<file path="config.mk">
export PLATFORM = sky130hd
export DESIGN_NAME = dswd_decoder
export DESIGN_NICKNAME = d
export VERILOG_FILES = /design/src/inc/dswd_pkg.sv /design/src/hdl/dswd_sync2.sv /design/src/hdl/dswd_decoder.sv
export SDC_FILE = /design/constraint.sdc
export NUM_CORES = 1
export LEC_CHECK = 0
export BUFFER_PORTS_ARGS = -buffer_cell sky130_fd_sc_hd__buf_4
export CORE_ASPECT_RATIO = 0.9
export CORE_MARGIN = 10
export CORE_UTILIZATION = 60
export CTS_CLUSTER_DIAMETER = 120
export CTS_CLUSTER_SIZE = 20
export DETAILED_ROUTE_END_ITERATION = 7
export GPL_TIMING_DRIVEN = 0
export PLACE_DENSITY = 0.85
export SLEW_MARGIN = 20
export SYNTH_ARGS = -nofsm -noshare
export SYNTH_HDL_FRONTEND = slang
export SYNTH_SLANG_ARGS = --single-unit
</file>
<file path="constraint.sdc">
create_clock -name clk -period 6.9 [get_ports clk]
set_clock_uncertainty 0.05 [all_clocks]
set_input_delay 0.345 -clock clk [delete_from_list [all_inputs] [get_ports clk]]
set_output_delay 0.345 -clock clk [all_outputs]
set_load 0.05 [all_outputs]
</file>
<file path="src/inc/dswd_pkg.sv">
// constants, types and pin bundles for the serial word decoder
package dswd_pkg;

   // ==========================================================
   // word layout
   localparam int WORD_BITS = 24;   // bits per serial word
   localparam int BANK_BIT  = 23;   // bank (A or B) select
   localparam int RW_BIT    = 22;   // readback request
   localparam int ADDR_HI   = 19;   // channel address msb
   localparam int ADDR_LO   = 16;   // channel address lsb
   localparam int SEL_HI    = 15;   // register select msb
   localparam int SEL_LO    = 14;   // register select lsb
   localparam int PAY_HI    = 13;   // payload msb position
   localparam int HDR_LO    = 14;   // low bit of echoed header
   localparam int DATA_MAX  = 14;   // widest payload of the family
   localparam int ADDR_W    = 4;    // address field width
   localparam int CNT_W     = 6;    // serial clock counter width

   localparam logic [CNT_W-1:0] CNT_WORD = 6'h18;  // 24 clocks
   localparam logic [CNT_W-1:0] CNT_MAX  = 6'h3f;  // saturation
   localparam logic [CNT_W-1:0] CNT_RST  = 6'h00;

   // ==========================================================
   // reset values of the per-channel registers, word registers and pin synchroniser
   localparam logic [13:0] CODE_RST_14   = 14'h0000;
   localparam logic [11:0] CODE_RST_12   = 12'h000;
   localparam logic [13:0] OFFSET_RST_14 = 14'h2000;  // midpoint
   localparam logic [11:0] OFFSET_RST_12 = 12'h800;   // midpoint
   localparam logic [13:0] GAIN_RST_14   = 14'h3ffe;  // unity
   localparam logic [11:0] GAIN_RST_12   = 12'hffe;   // unity
   localparam logic [WORD_BITS-1:0] WORD_RST = 24'h000000;
   localparam logic [4:0] PIN_SYNC_RST = 5'h04;  // frame sync idles high

   // ==========================================================
   // types
   typedef enum logic [1:0] {
      SEL_SFR    = 2'h0,
      SEL_GAIN   = 2'h1,
      SEL_OFFSET = 2'h2,
      SEL_CODE   = 2'h3
   } dswd_sel_t;

   typedef enum logic [2:0] {
      ST_SLEEP = 3'b001,
      ST_SHIFT = 3'b010,
      ST_DONE  = 3'b100
   } dswd_state_t;

   // serial pins coming from the host
   typedef struct packed {
      logic sync_n;
      logic sclk;
      logic din;
   } dswd_pins_t;

   // one decoded register write
   typedef struct packed {
      logic                bank;
      dswd_sel_t           sel;
      logic [ADDR_W-1:0]   chan;
      logic [DATA_MAX-1:0] data;
   } dswd_wr_t;

endpackage : dswd_pkg

</file>
<file path="src/hdl/dswd_sync2.sv">
// two flip-flop synchroniser for a bundle of pin levels
`timescale 1ns/1ps
module dswd_sync2 #(
   parameter int             WIDTH = 5,
   parameter logic [WIDTH-1:0] RST = '0
) (
   input  wire logic             clk,
   input  wire logic             rstn,
   input  wire logic [WIDTH-1:0] async_in,
   output logic      [WIDTH-1:0] sync_out
);
   logic [WIDTH-1:0] meta_q;

   // first stage feeds only the second stage
   always_ff @(posedge clk or negedge rstn) begin
      if (!rstn) begin
         meta_q   <= RST;
         sync_out <= RST;
      end else begin
         meta_q   <= async_in;
         sync_out <= meta_q;
      end
   end
endmodule : dswd_sync2

</file>
<file path="src/hdl/dswd_decoder.sv">
// serial input word decoder with per-channel code, offset and gain storage
`timescale 1ns/1ps
// Overview of operation
// [RQ1] select field routes code, offset, gain, special
// [RQ2] fourteen bit internal payload path variant
// [RQ3] twelve bit internal payload path variant
// [RQ4] write only addressed channel's chosen register
// [RQ5] input code is straight unsigned binary
// [RQ6] offset is offset binary, midpoint means zero
// [RQ7] gain linear, least significant bit zero
// [RQ8] shift interface active when select pin high
// [RQ9] interface wakes on frame sync falling edge
// [RQ10] host uses three or four wires
// [RQ11] chain pin picks standalone or daisy chain
// [RQ12] data output carries shifted-out chain data
// [RQ13] 24-bit word, msb first, fixed fields
// [RQ14] four address bits, payload bits 13:0
// [RQ15] twelve bit payload 13:2, low two ignored
// [RQ16] select pin low: two-wire slave, no clock
// [RQ17] bank bit picks A/B only in toggle
// [RQ18] short frame is bad and discarded
// [RQ19] read bit arms readback on next frame
// [RQ20] channel count and resolution are parameters
module dswd_decoder
   import dswd_pkg::*;
#(
   parameter int NCH = 16,   // 16 or 8 channels
   parameter int DW  = 14    // 14 or 12 bit resolution
) (
   input  wire logic                clk,
   input  wire logic                rstn,
   input  wire logic                iface_sel_pin,
   input  wire logic                chain_enable_pin,
   input  wire logic                toggle_mode_en,
   input  wire dswd_pkg::dswd_pins_t spi_pins,
   output logic                     sdo_pin,
   output logic                     iface_awake,
   output logic                     wr_pulse,
   output dswd_pkg::dswd_wr_t       wr_word,
   output logic                     bad_frame
);
   import dswd_pkg::*;

   // ==========================================================
   // derived constants
   localparam logic [DW-1:0] CODE_RST   =
      (DW == 12) ? DW'(CODE_RST_12) : DW'(CODE_RST_14);
   localparam logic [DW-1:0] OFFSET_RST =
      (DW == 12) ? DW'(OFFSET_RST_12) : DW'(OFFSET_RST_14);
   localparam logic [DW-1:0] GAIN_RST   =
      (DW == 12) ? DW'(GAIN_RST_12) : DW'(GAIN_RST_14);
   localparam int ALIGN = DATA_MAX - DW;  // zero bits below payload

   // ==========================================================
   // pin synchronisation and edge detection
   logic [4:0]    pin_s;
   logic          sync_n_s;
   logic          sclk_s;
   logic          din_s;
   logic          chain_s;
   logic          spi_mode;
   logic          sync_prev_q;
   logic          sclk_prev_q;
   logic          sync_fall;
   logic          sync_rise;
   logic          sclk_rise;
   logic          sclk_fall;

   dswd_sync2 #(.WIDTH(5), .RST(PIN_SYNC_RST)) u_sync (
      .clk      (clk),
      .rstn     (rstn),
      .async_in ({iface_sel_pin, chain_enable_pin, spi_pins}),
      .sync_out (pin_s)
   );

   // pin levels after the second stage only
   assign spi_mode = pin_s[4];
   assign chain_s  = pin_s[3];
   assign sync_n_s = pin_s[2];
   assign sclk_s   = pin_s[1];
   assign din_s    = pin_s[0];

   // previous levels for edge finding
   always_ff @(posedge clk or negedge rstn) begin
      if (!rstn) begin
         sync_prev_q <= 1'b1;
         sclk_prev_q <= 1'b0;
      end else begin
         sync_prev_q <= sync_n_s;
         sclk_prev_q <= sclk_s;
      end
   end

   assign sync_fall = sync_prev_q & ~sync_n_s;
   assign sync_rise = ~sync_prev_q & sync_n_s;
   assign sclk_rise = ~sclk_prev_q & sclk_s;
   assign sclk_fall = sclk_prev_q & ~sclk_s;

   // ==========================================================
   // frame state machine
   dswd_state_t      state_q;
   logic [CNT_W-1:0] cnt_q;
   logic             in_frame;
   logic             frame_end;
   logic             frame_good;

   assign in_frame   = (state_q == ST_SHIFT) || (state_q == ST_DONE);
   assign frame_end  = in_frame & sync_rise & spi_mode;
   assign frame_good = frame_end & (cnt_q >= CNT_WORD);  // RQ18
   assign iface_awake = in_frame;

   // sleeps until a frame opens; standalone stops after one word
   always_ff @(posedge clk or negedge rstn) begin
      if (!rstn) begin
         state_q <= ST_SLEEP;
      end else if (!spi_mode) begin
         state_q <= ST_SLEEP;  // RQ8 RQ16
      end else begin
         case (state_q)
            ST_SLEEP: begin
               if (sync_fall) state_q <= ST_SHIFT;  // RQ9
            end
            ST_SHIFT: begin
               if (sync_rise) begin
                  state_q <= ST_SLEEP;
               end else if (!chain_s && sclk_fall &&
                            cnt_q == CNT_WORD - 6'h01) begin
                  state_q <= ST_DONE;  // RQ11
               end
            end
            ST_DONE: begin
               if (sync_rise) state_q <= ST_SLEEP;
            end
            default: state_q <= ST_SLEEP;
         endcase
      end
   end

   // serial clock counter, saturating so long chains do not wrap
   always_ff @(posedge clk or negedge rstn) begin
      if (!rstn) begin
         cnt_q <= CNT_RST;
      end else if (state_q == ST_SLEEP && sync_fall) begin
         cnt_q <= CNT_RST;
      end else if (state_q == ST_SHIFT && sclk_fall &&
                   cnt_q != CNT_MAX) begin
         cnt_q <= cnt_q + 6'h01;
      end
   end

   // ==========================================================
   // shift register and data output
   logic [WORD_BITS-1:0] sr_q;
   logic [WORD_BITS-1:0] rb_word_q;
   logic                 rb_pend_q;
   logic                 sdo_q;
   logic                 rb_load;

   assign rb_load = (state_q == ST_SLEEP) & sync_fall & spi_mode
                    & rb_pend_q;

   // input sampled on the falling serial clock, msb first
   always_ff @(posedge clk or negedge rstn) begin
      if (!rstn) begin
         sr_q <= WORD_RST;
      end else if (rb_load) begin
         sr_q <= rb_word_q;  // RQ19
      end else if (state_q == ST_SHIFT && sclk_fall) begin
         sr_q <= {sr_q[WORD_BITS-2:0], din_s};  // RQ13
      end
   end

   // output changes on the rising serial clock; in daisy chain the
   // 24-bit delay makes the previous word ripple to the next part
   always_ff @(posedge clk or negedge rstn) begin
      if (!rstn) begin
         sdo_q <= 1'b0;
      end else if (rb_load) begin
         sdo_q <= rb_word_q[WORD_BITS-1];  // RQ19
      end else if (state_q == ST_SHIFT && sclk_rise) begin
         sdo_q <= sr_q[WORD_BITS-1];  // RQ12
      end
   end

   assign sdo_pin = sdo_q;

   // ==========================================================
   // field extraction
   logic [ADDR_W-1:0] addr;
   dswd_sel_t         sel;
   logic [DW-1:0]     pay;
   logic              chan_ok;
   logic              bank;
   logic              is_read;

   assign addr    = sr_q[ADDR_HI:ADDR_LO];  // RQ13 RQ14
   assign sel     = dswd_sel_t'(sr_q[SEL_HI:SEL_LO]);  // RQ1
   assign pay     = sr_q[PAY_HI -: DW];  // RQ2 RQ3 RQ15
   assign chan_ok = (32'(addr) < NCH);  // RQ20
   assign bank    = toggle_mode_en & sr_q[BANK_BIT];  // RQ17
   assign is_read = sr_q[RW_BIT];

   // ==========================================================
   // per-channel registers
   logic [DW-1:0] code_a_q [NCH];
   logic [DW-1:0] code_b_q [NCH];
   logic [DW-1:0] offs_q   [NCH];
   logic [DW-1:0] gain_q   [NCH];
   logic          wr_en;

   assign wr_en = frame_good & ~is_read & chan_ok;

   // only the addressed channel and chosen register take the payload
   always_ff @(posedge clk or negedge rstn) begin
      if (!rstn) begin
         for (int i = 0; i < NCH; i++) begin
            code_a_q[i] <= CODE_RST;
            code_b_q[i] <= CODE_RST;
            offs_q[i]   <= OFFSET_RST;
            gain_q[i]   <= GAIN_RST;
         end
      end else if (wr_en) begin
         case (sel)
            SEL_CODE: begin
               if (bank) code_b_q[addr] <= pay;  // RQ4 RQ5
               else      code_a_q[addr] <= pay;  // RQ4 RQ5
            end
            SEL_OFFSET: offs_q[addr] <= pay;  // RQ4 RQ6
            SEL_GAIN:   gain_q[addr] <= {pay[DW-1:1], 1'b0};  // RQ4 RQ7
            default: ;
         endcase
      end
   end

   // ==========================================================
   // readback arming; special registers live elsewhere, read as zero
   logic [DW-1:0]       rb_data;
   logic [DATA_MAX-1:0] rb_al;

   always_comb begin
      rb_data = '0;
      if (chan_ok) begin
         case (sel)
            SEL_CODE:   rb_data = bank ? code_b_q[addr] : code_a_q[addr];
            SEL_OFFSET: rb_data = offs_q[addr];
            SEL_GAIN:   rb_data = gain_q[addr];
            default:    rb_data = '0;
         endcase
      end
   end

   assign rb_al = DATA_MAX'(rb_data) << ALIGN;

   // the arming of a new read wins over the clear by a frame start
   always_ff @(posedge clk or negedge rstn) begin
      if (!rstn) begin
         rb_pend_q <= 1'b0;
         rb_word_q <= WORD_RST;
      end else if (frame_good && is_read) begin
         rb_pend_q <= 1'b1;  // RQ19
         rb_word_q <= {sr_q[WORD_BITS-1:HDR_LO], rb_al};
      end else if (rb_load) begin
         rb_pend_q <= 1'b0;
      end
   end

   // ==========================================================
   // decoded write and bad frame outputs
   always_ff @(posedge clk or negedge rstn) begin
      if (!rstn) begin
         wr_pulse  <= 1'b0;
         wr_word   <= '0;
         bad_frame <= 1'b0;
      end else begin
         wr_pulse  <= frame_good & ~is_read & (chan_ok | sel == SEL_SFR);
         bad_frame <= frame_end & ~frame_good;  // RQ18
         if (frame_good) begin
            wr_word.bank <= bank;
            wr_word.sel  <= sel;  // RQ1
            wr_word.chan <= addr;
            wr_word.data <= (sel == SEL_GAIN) ?
                            DATA_MAX'({pay[DW-1:1], 1'b0}) :
                            DATA_MAX'(pay);
         end
      end
   end
endmodule : dswd_decoder

</file>
==> out/qor.csv <==
metric,value,unit
cap_viol_max_count,0,
r2r_start,sr_q[17]$_DFFE_PN0P_,
core_area,0.0733,mm^2
numPortBuffers,32,
hold_viol_final,0,
antenna_found_initial,2,
multi_input_area,0.0185,mm^2
htree_levels,2,
setup_viol,0,
cts_buffer_depth,3,
synth_edf_count,0,
cts_root_buf,clkbuf_16,
layout_setup_ws,2270,ps
synthToLayoutAreaGrowth,7.30,%
cts-buffers-inserted,54,
antenna_cells,0,
drtIter0Drc,3632,
cp_max_fo,10,
worst_pin_slew,1270,ps
synth_nets,3005,
arrival,5060,ps
ctsHoldBuffers,6,
n_fill_cell,4930,
ant_nets,0,
rsz0062_at_grt,false,
r2r_slack,2270,ps
outcome,"finished, final reports clean",
synth_seq_cells,974,
ctsResizeCount,0,
min_period,4630,ps
hpwl,89.3,mm
p_per_area,194,mW/mm^2
max_freq,216,MHz
cts_tree,yes,
grt_overflow,0,
grt_pass1_wl,187,mm
synth_cell_type_count,61,
startpoint_type,flop,
rr_worst_depth,8,
peakVddDrop,0.000185,V
final.setup.tns,0,ps
path_class,flop to flop,
die_w,307,um
grt_pass1_vias,28900,
vias_per_cell,6.85,
grt_usage,29.1,%
nets,3105,
crit_path_start,sr_q[17]$_DFFE_PN0P_,
register_area,0.0247,mm^2
ys.flop_type,dfrtp_1,
maxSlewViolCount,0,
synthArstFlopShare,100,%
grt_max_degree,161,
rows,94,
worstHoldPathType,input pin to asynchronous set/reset pin,
die_area,0.0854,mm^2
syn_inst,2995,
p_leak,0.0216,uW
cp.required,7330,ps
top_level_ports,33,
fp.dieH,278,um
vias,28100,
drive_above_1_share,48.0,%
post-cts-setup-buffer-count,0,
cts_sinks,974,
totalWireLength,126,mm
endpoint,rb_word_q[12]$_DFFE_PN0P_,
drtPass1Iterations,7,
finalInstanceArea,0.0477,mm^2
r2r_end,rb_word_q[12]$_DFFE_PN0P_,
clk_pin_slew,90,ps
gp_congestion,0.984,
drc,0,
synth_area,0.0444,mm^2
syn_area_per_cell,14.8,um^2
place_area,0.0461,mm^2
post-route-period-util,67.1,%
start_util,60.7,%
cp-end-kind,flop,
ys_warn_count,0,
relSlewSlack,15.0,%
place_ws,2550,ps
yosysSeqAreaShare,55.5,%
wl_per_cell,30.8,um
clkLatencyLatePin,660,ps
-- cell usage after synthesis, drive strengths merged (2+ instances only) --
master     n  area, um^2
mux2     967       10900
dfrtp    746       18700
dfstp    228        5990
clkbuf   160         601
mux4     160        3600
nand2    126         475
buf      118         662
nor2      80         353
mux2i     74         741
nand3     62         423
a22oi     51         383
a221oi    32         280
nor2b     31         194
nor3      18         140
a21oi     14        70.1
a211oi    12        90.1
nand2b    12        75.1
o22ai     11        68.8
a2111oi    9        78.8
a41oi      7        61.3
nor4       7        58.8
o21ai      7        35.0
a22o       6        52.6
and2       5        31.3
a31oi      4        25.0
inv        4        15.0
nand4      4        25.0
xor2       4        35.0
a211o      3        26.3
nand3b     3        30.0
nor4b      3        26.3
a311oi     2        17.5
and3       2        12.5
and4       2        17.5
and4b      2        20.0
ha         2        25.0
nand4b     2        23.8
o211ai     2        15.0
o22a       2        17.5
or2        2        12.5
xnor2      2        17.5
-- metal layers --
metal / up-vias / global-route usage (%) / part of all wire, %
li1: 11100 / - / -
met2: 1591 / 43.7 / 45
met5: - / 0.680 / 0.091
met1: 15000 / 39.6 / 40
met4: 6 / 13.2 / 5.0
met3: 330 / 7.78 / 10
-- state kept, by name, summed over array words and instances, names as in the netlist, 3 cells and up --
name,count
rb_word_q,24
code_a_q,224
gain_q,208
sr_q,24
wr_word,21
cnt_q,6
state_q,3
code_b_q,224
u_sync.meta_q,5
u_sync.sync_out,5
offs_q,224
-- cells by family (layout without fill, tap and decap cells) --
group	Yosys count	in the layout	share of synthesized area [%]
adders and majority gates	2	2	0.0563
xor gates and xnor gates	6	6	0.118
and+or+nand+nor	366	366	4.41
DFF	974	974	55.5
buffers and inverters	282	424	2.87
muxes	1201	1201	34.3
AOI/OAI and AO/OA	164	164	2.78
-- power breakdown --
part / switching [uW] / internal [uW] / leakage (uW)
clock: 1890 / 1510 / 0.000735
sequential: 4.80 / 5720 / 0.0127
combinational: 120 / 19.2 / 0.00818
-- placed cells by master, fill, tap and decap left out, types with 11 or more instances in the layout --
| cell type | n |
|---|---|
| buf_2 | 74 |
| a22oi_1 | 51 |
| dfrtp_1 | 746 |
| mux2_1 | 104 |
| clkbuf_16 | 55 |
| nor2_1 | 59 |
| a21oi_1 | 14 |
| nor2b_1 | 31 |
| nor2_2 | 21 |
| buf_4 | 63 |
| a221oi_1 | 32 |
| o22ai_1 | 11 |
| nand2_1 | 125 |
| a211oi_1 | 12 |
| nand3_1 | 53 |
| mux2i_1 | 74 |
| nand2b_1 | 12 |
| dfstp_2 | 228 |
| mux2_2 | 863 |
| mux4_2 | 160 |
| buf_1 | 11 |
| clkbuf_1 | 195 |
-- through the flow --
| stage | power [uW] | std cells | hold WS, ps | util, % |
|---|---|---|---|---|
| after global placement | 5950 | 3987 | 293 | 62.6 |
| after detailed placement | 5970 | 3993 | 271 | 62.9 |
| final | 9260 | 4097 | 219 | 65.1 |
| after CTS | 9270 | 4097 | 245 | 65.1 |
| after floorplan | 5840 | 2995 | -0.591 | - |
| after global routing | 9480 | 4097 | 274 | 65.1 |
-- layout make-up --
type | count | share of cell area [%]
sequential | 974 | 51.7
multi-input combinational | 1739 | 38.8
clock buffer | 96 | 3.21
buffer | 278 | 2.67
tap | 960 | 2.52
timing repair buffer | 44 | 1.02
clock inverter | 2 | 0.0367
inverter | 4 | 0.0315
-- worst min-delay path by stage --
stage	from	endpoint	slack (ps)	cells past startpoint
after floorplan	rstn	bad_frame$_DFF_PN0_	-0.6	0
after global placement	u_sync.meta_q[0]$_DFF_PN0_	u_sync.sync_out[0]$_DFF_PN0_	290	0
after detailed placement	rstn	code_a_q[106]$_DFFE_PN0P_	270	1
after CTS	rstn	code_a_q[106]$_DFFE_PN0P_	240	2
after global routing	rstn	code_a_q[106]$_DFFE_PN0P_	270	2
final	rstn	code_a_q[106]$_DFFE_PN0P_	220	2
-- critical path, cell delays in order, from the launching register on --
cell,delay (ps)
dfrtp_1,340
buf_2,180
buf_1,650
clkbuf_1,860
buf_2,560
mux2i_1,390
o22ai_1,290
nor4_1,960
a21oi_1,150
No activity file was read; power rests on OpenSTA's default activity.
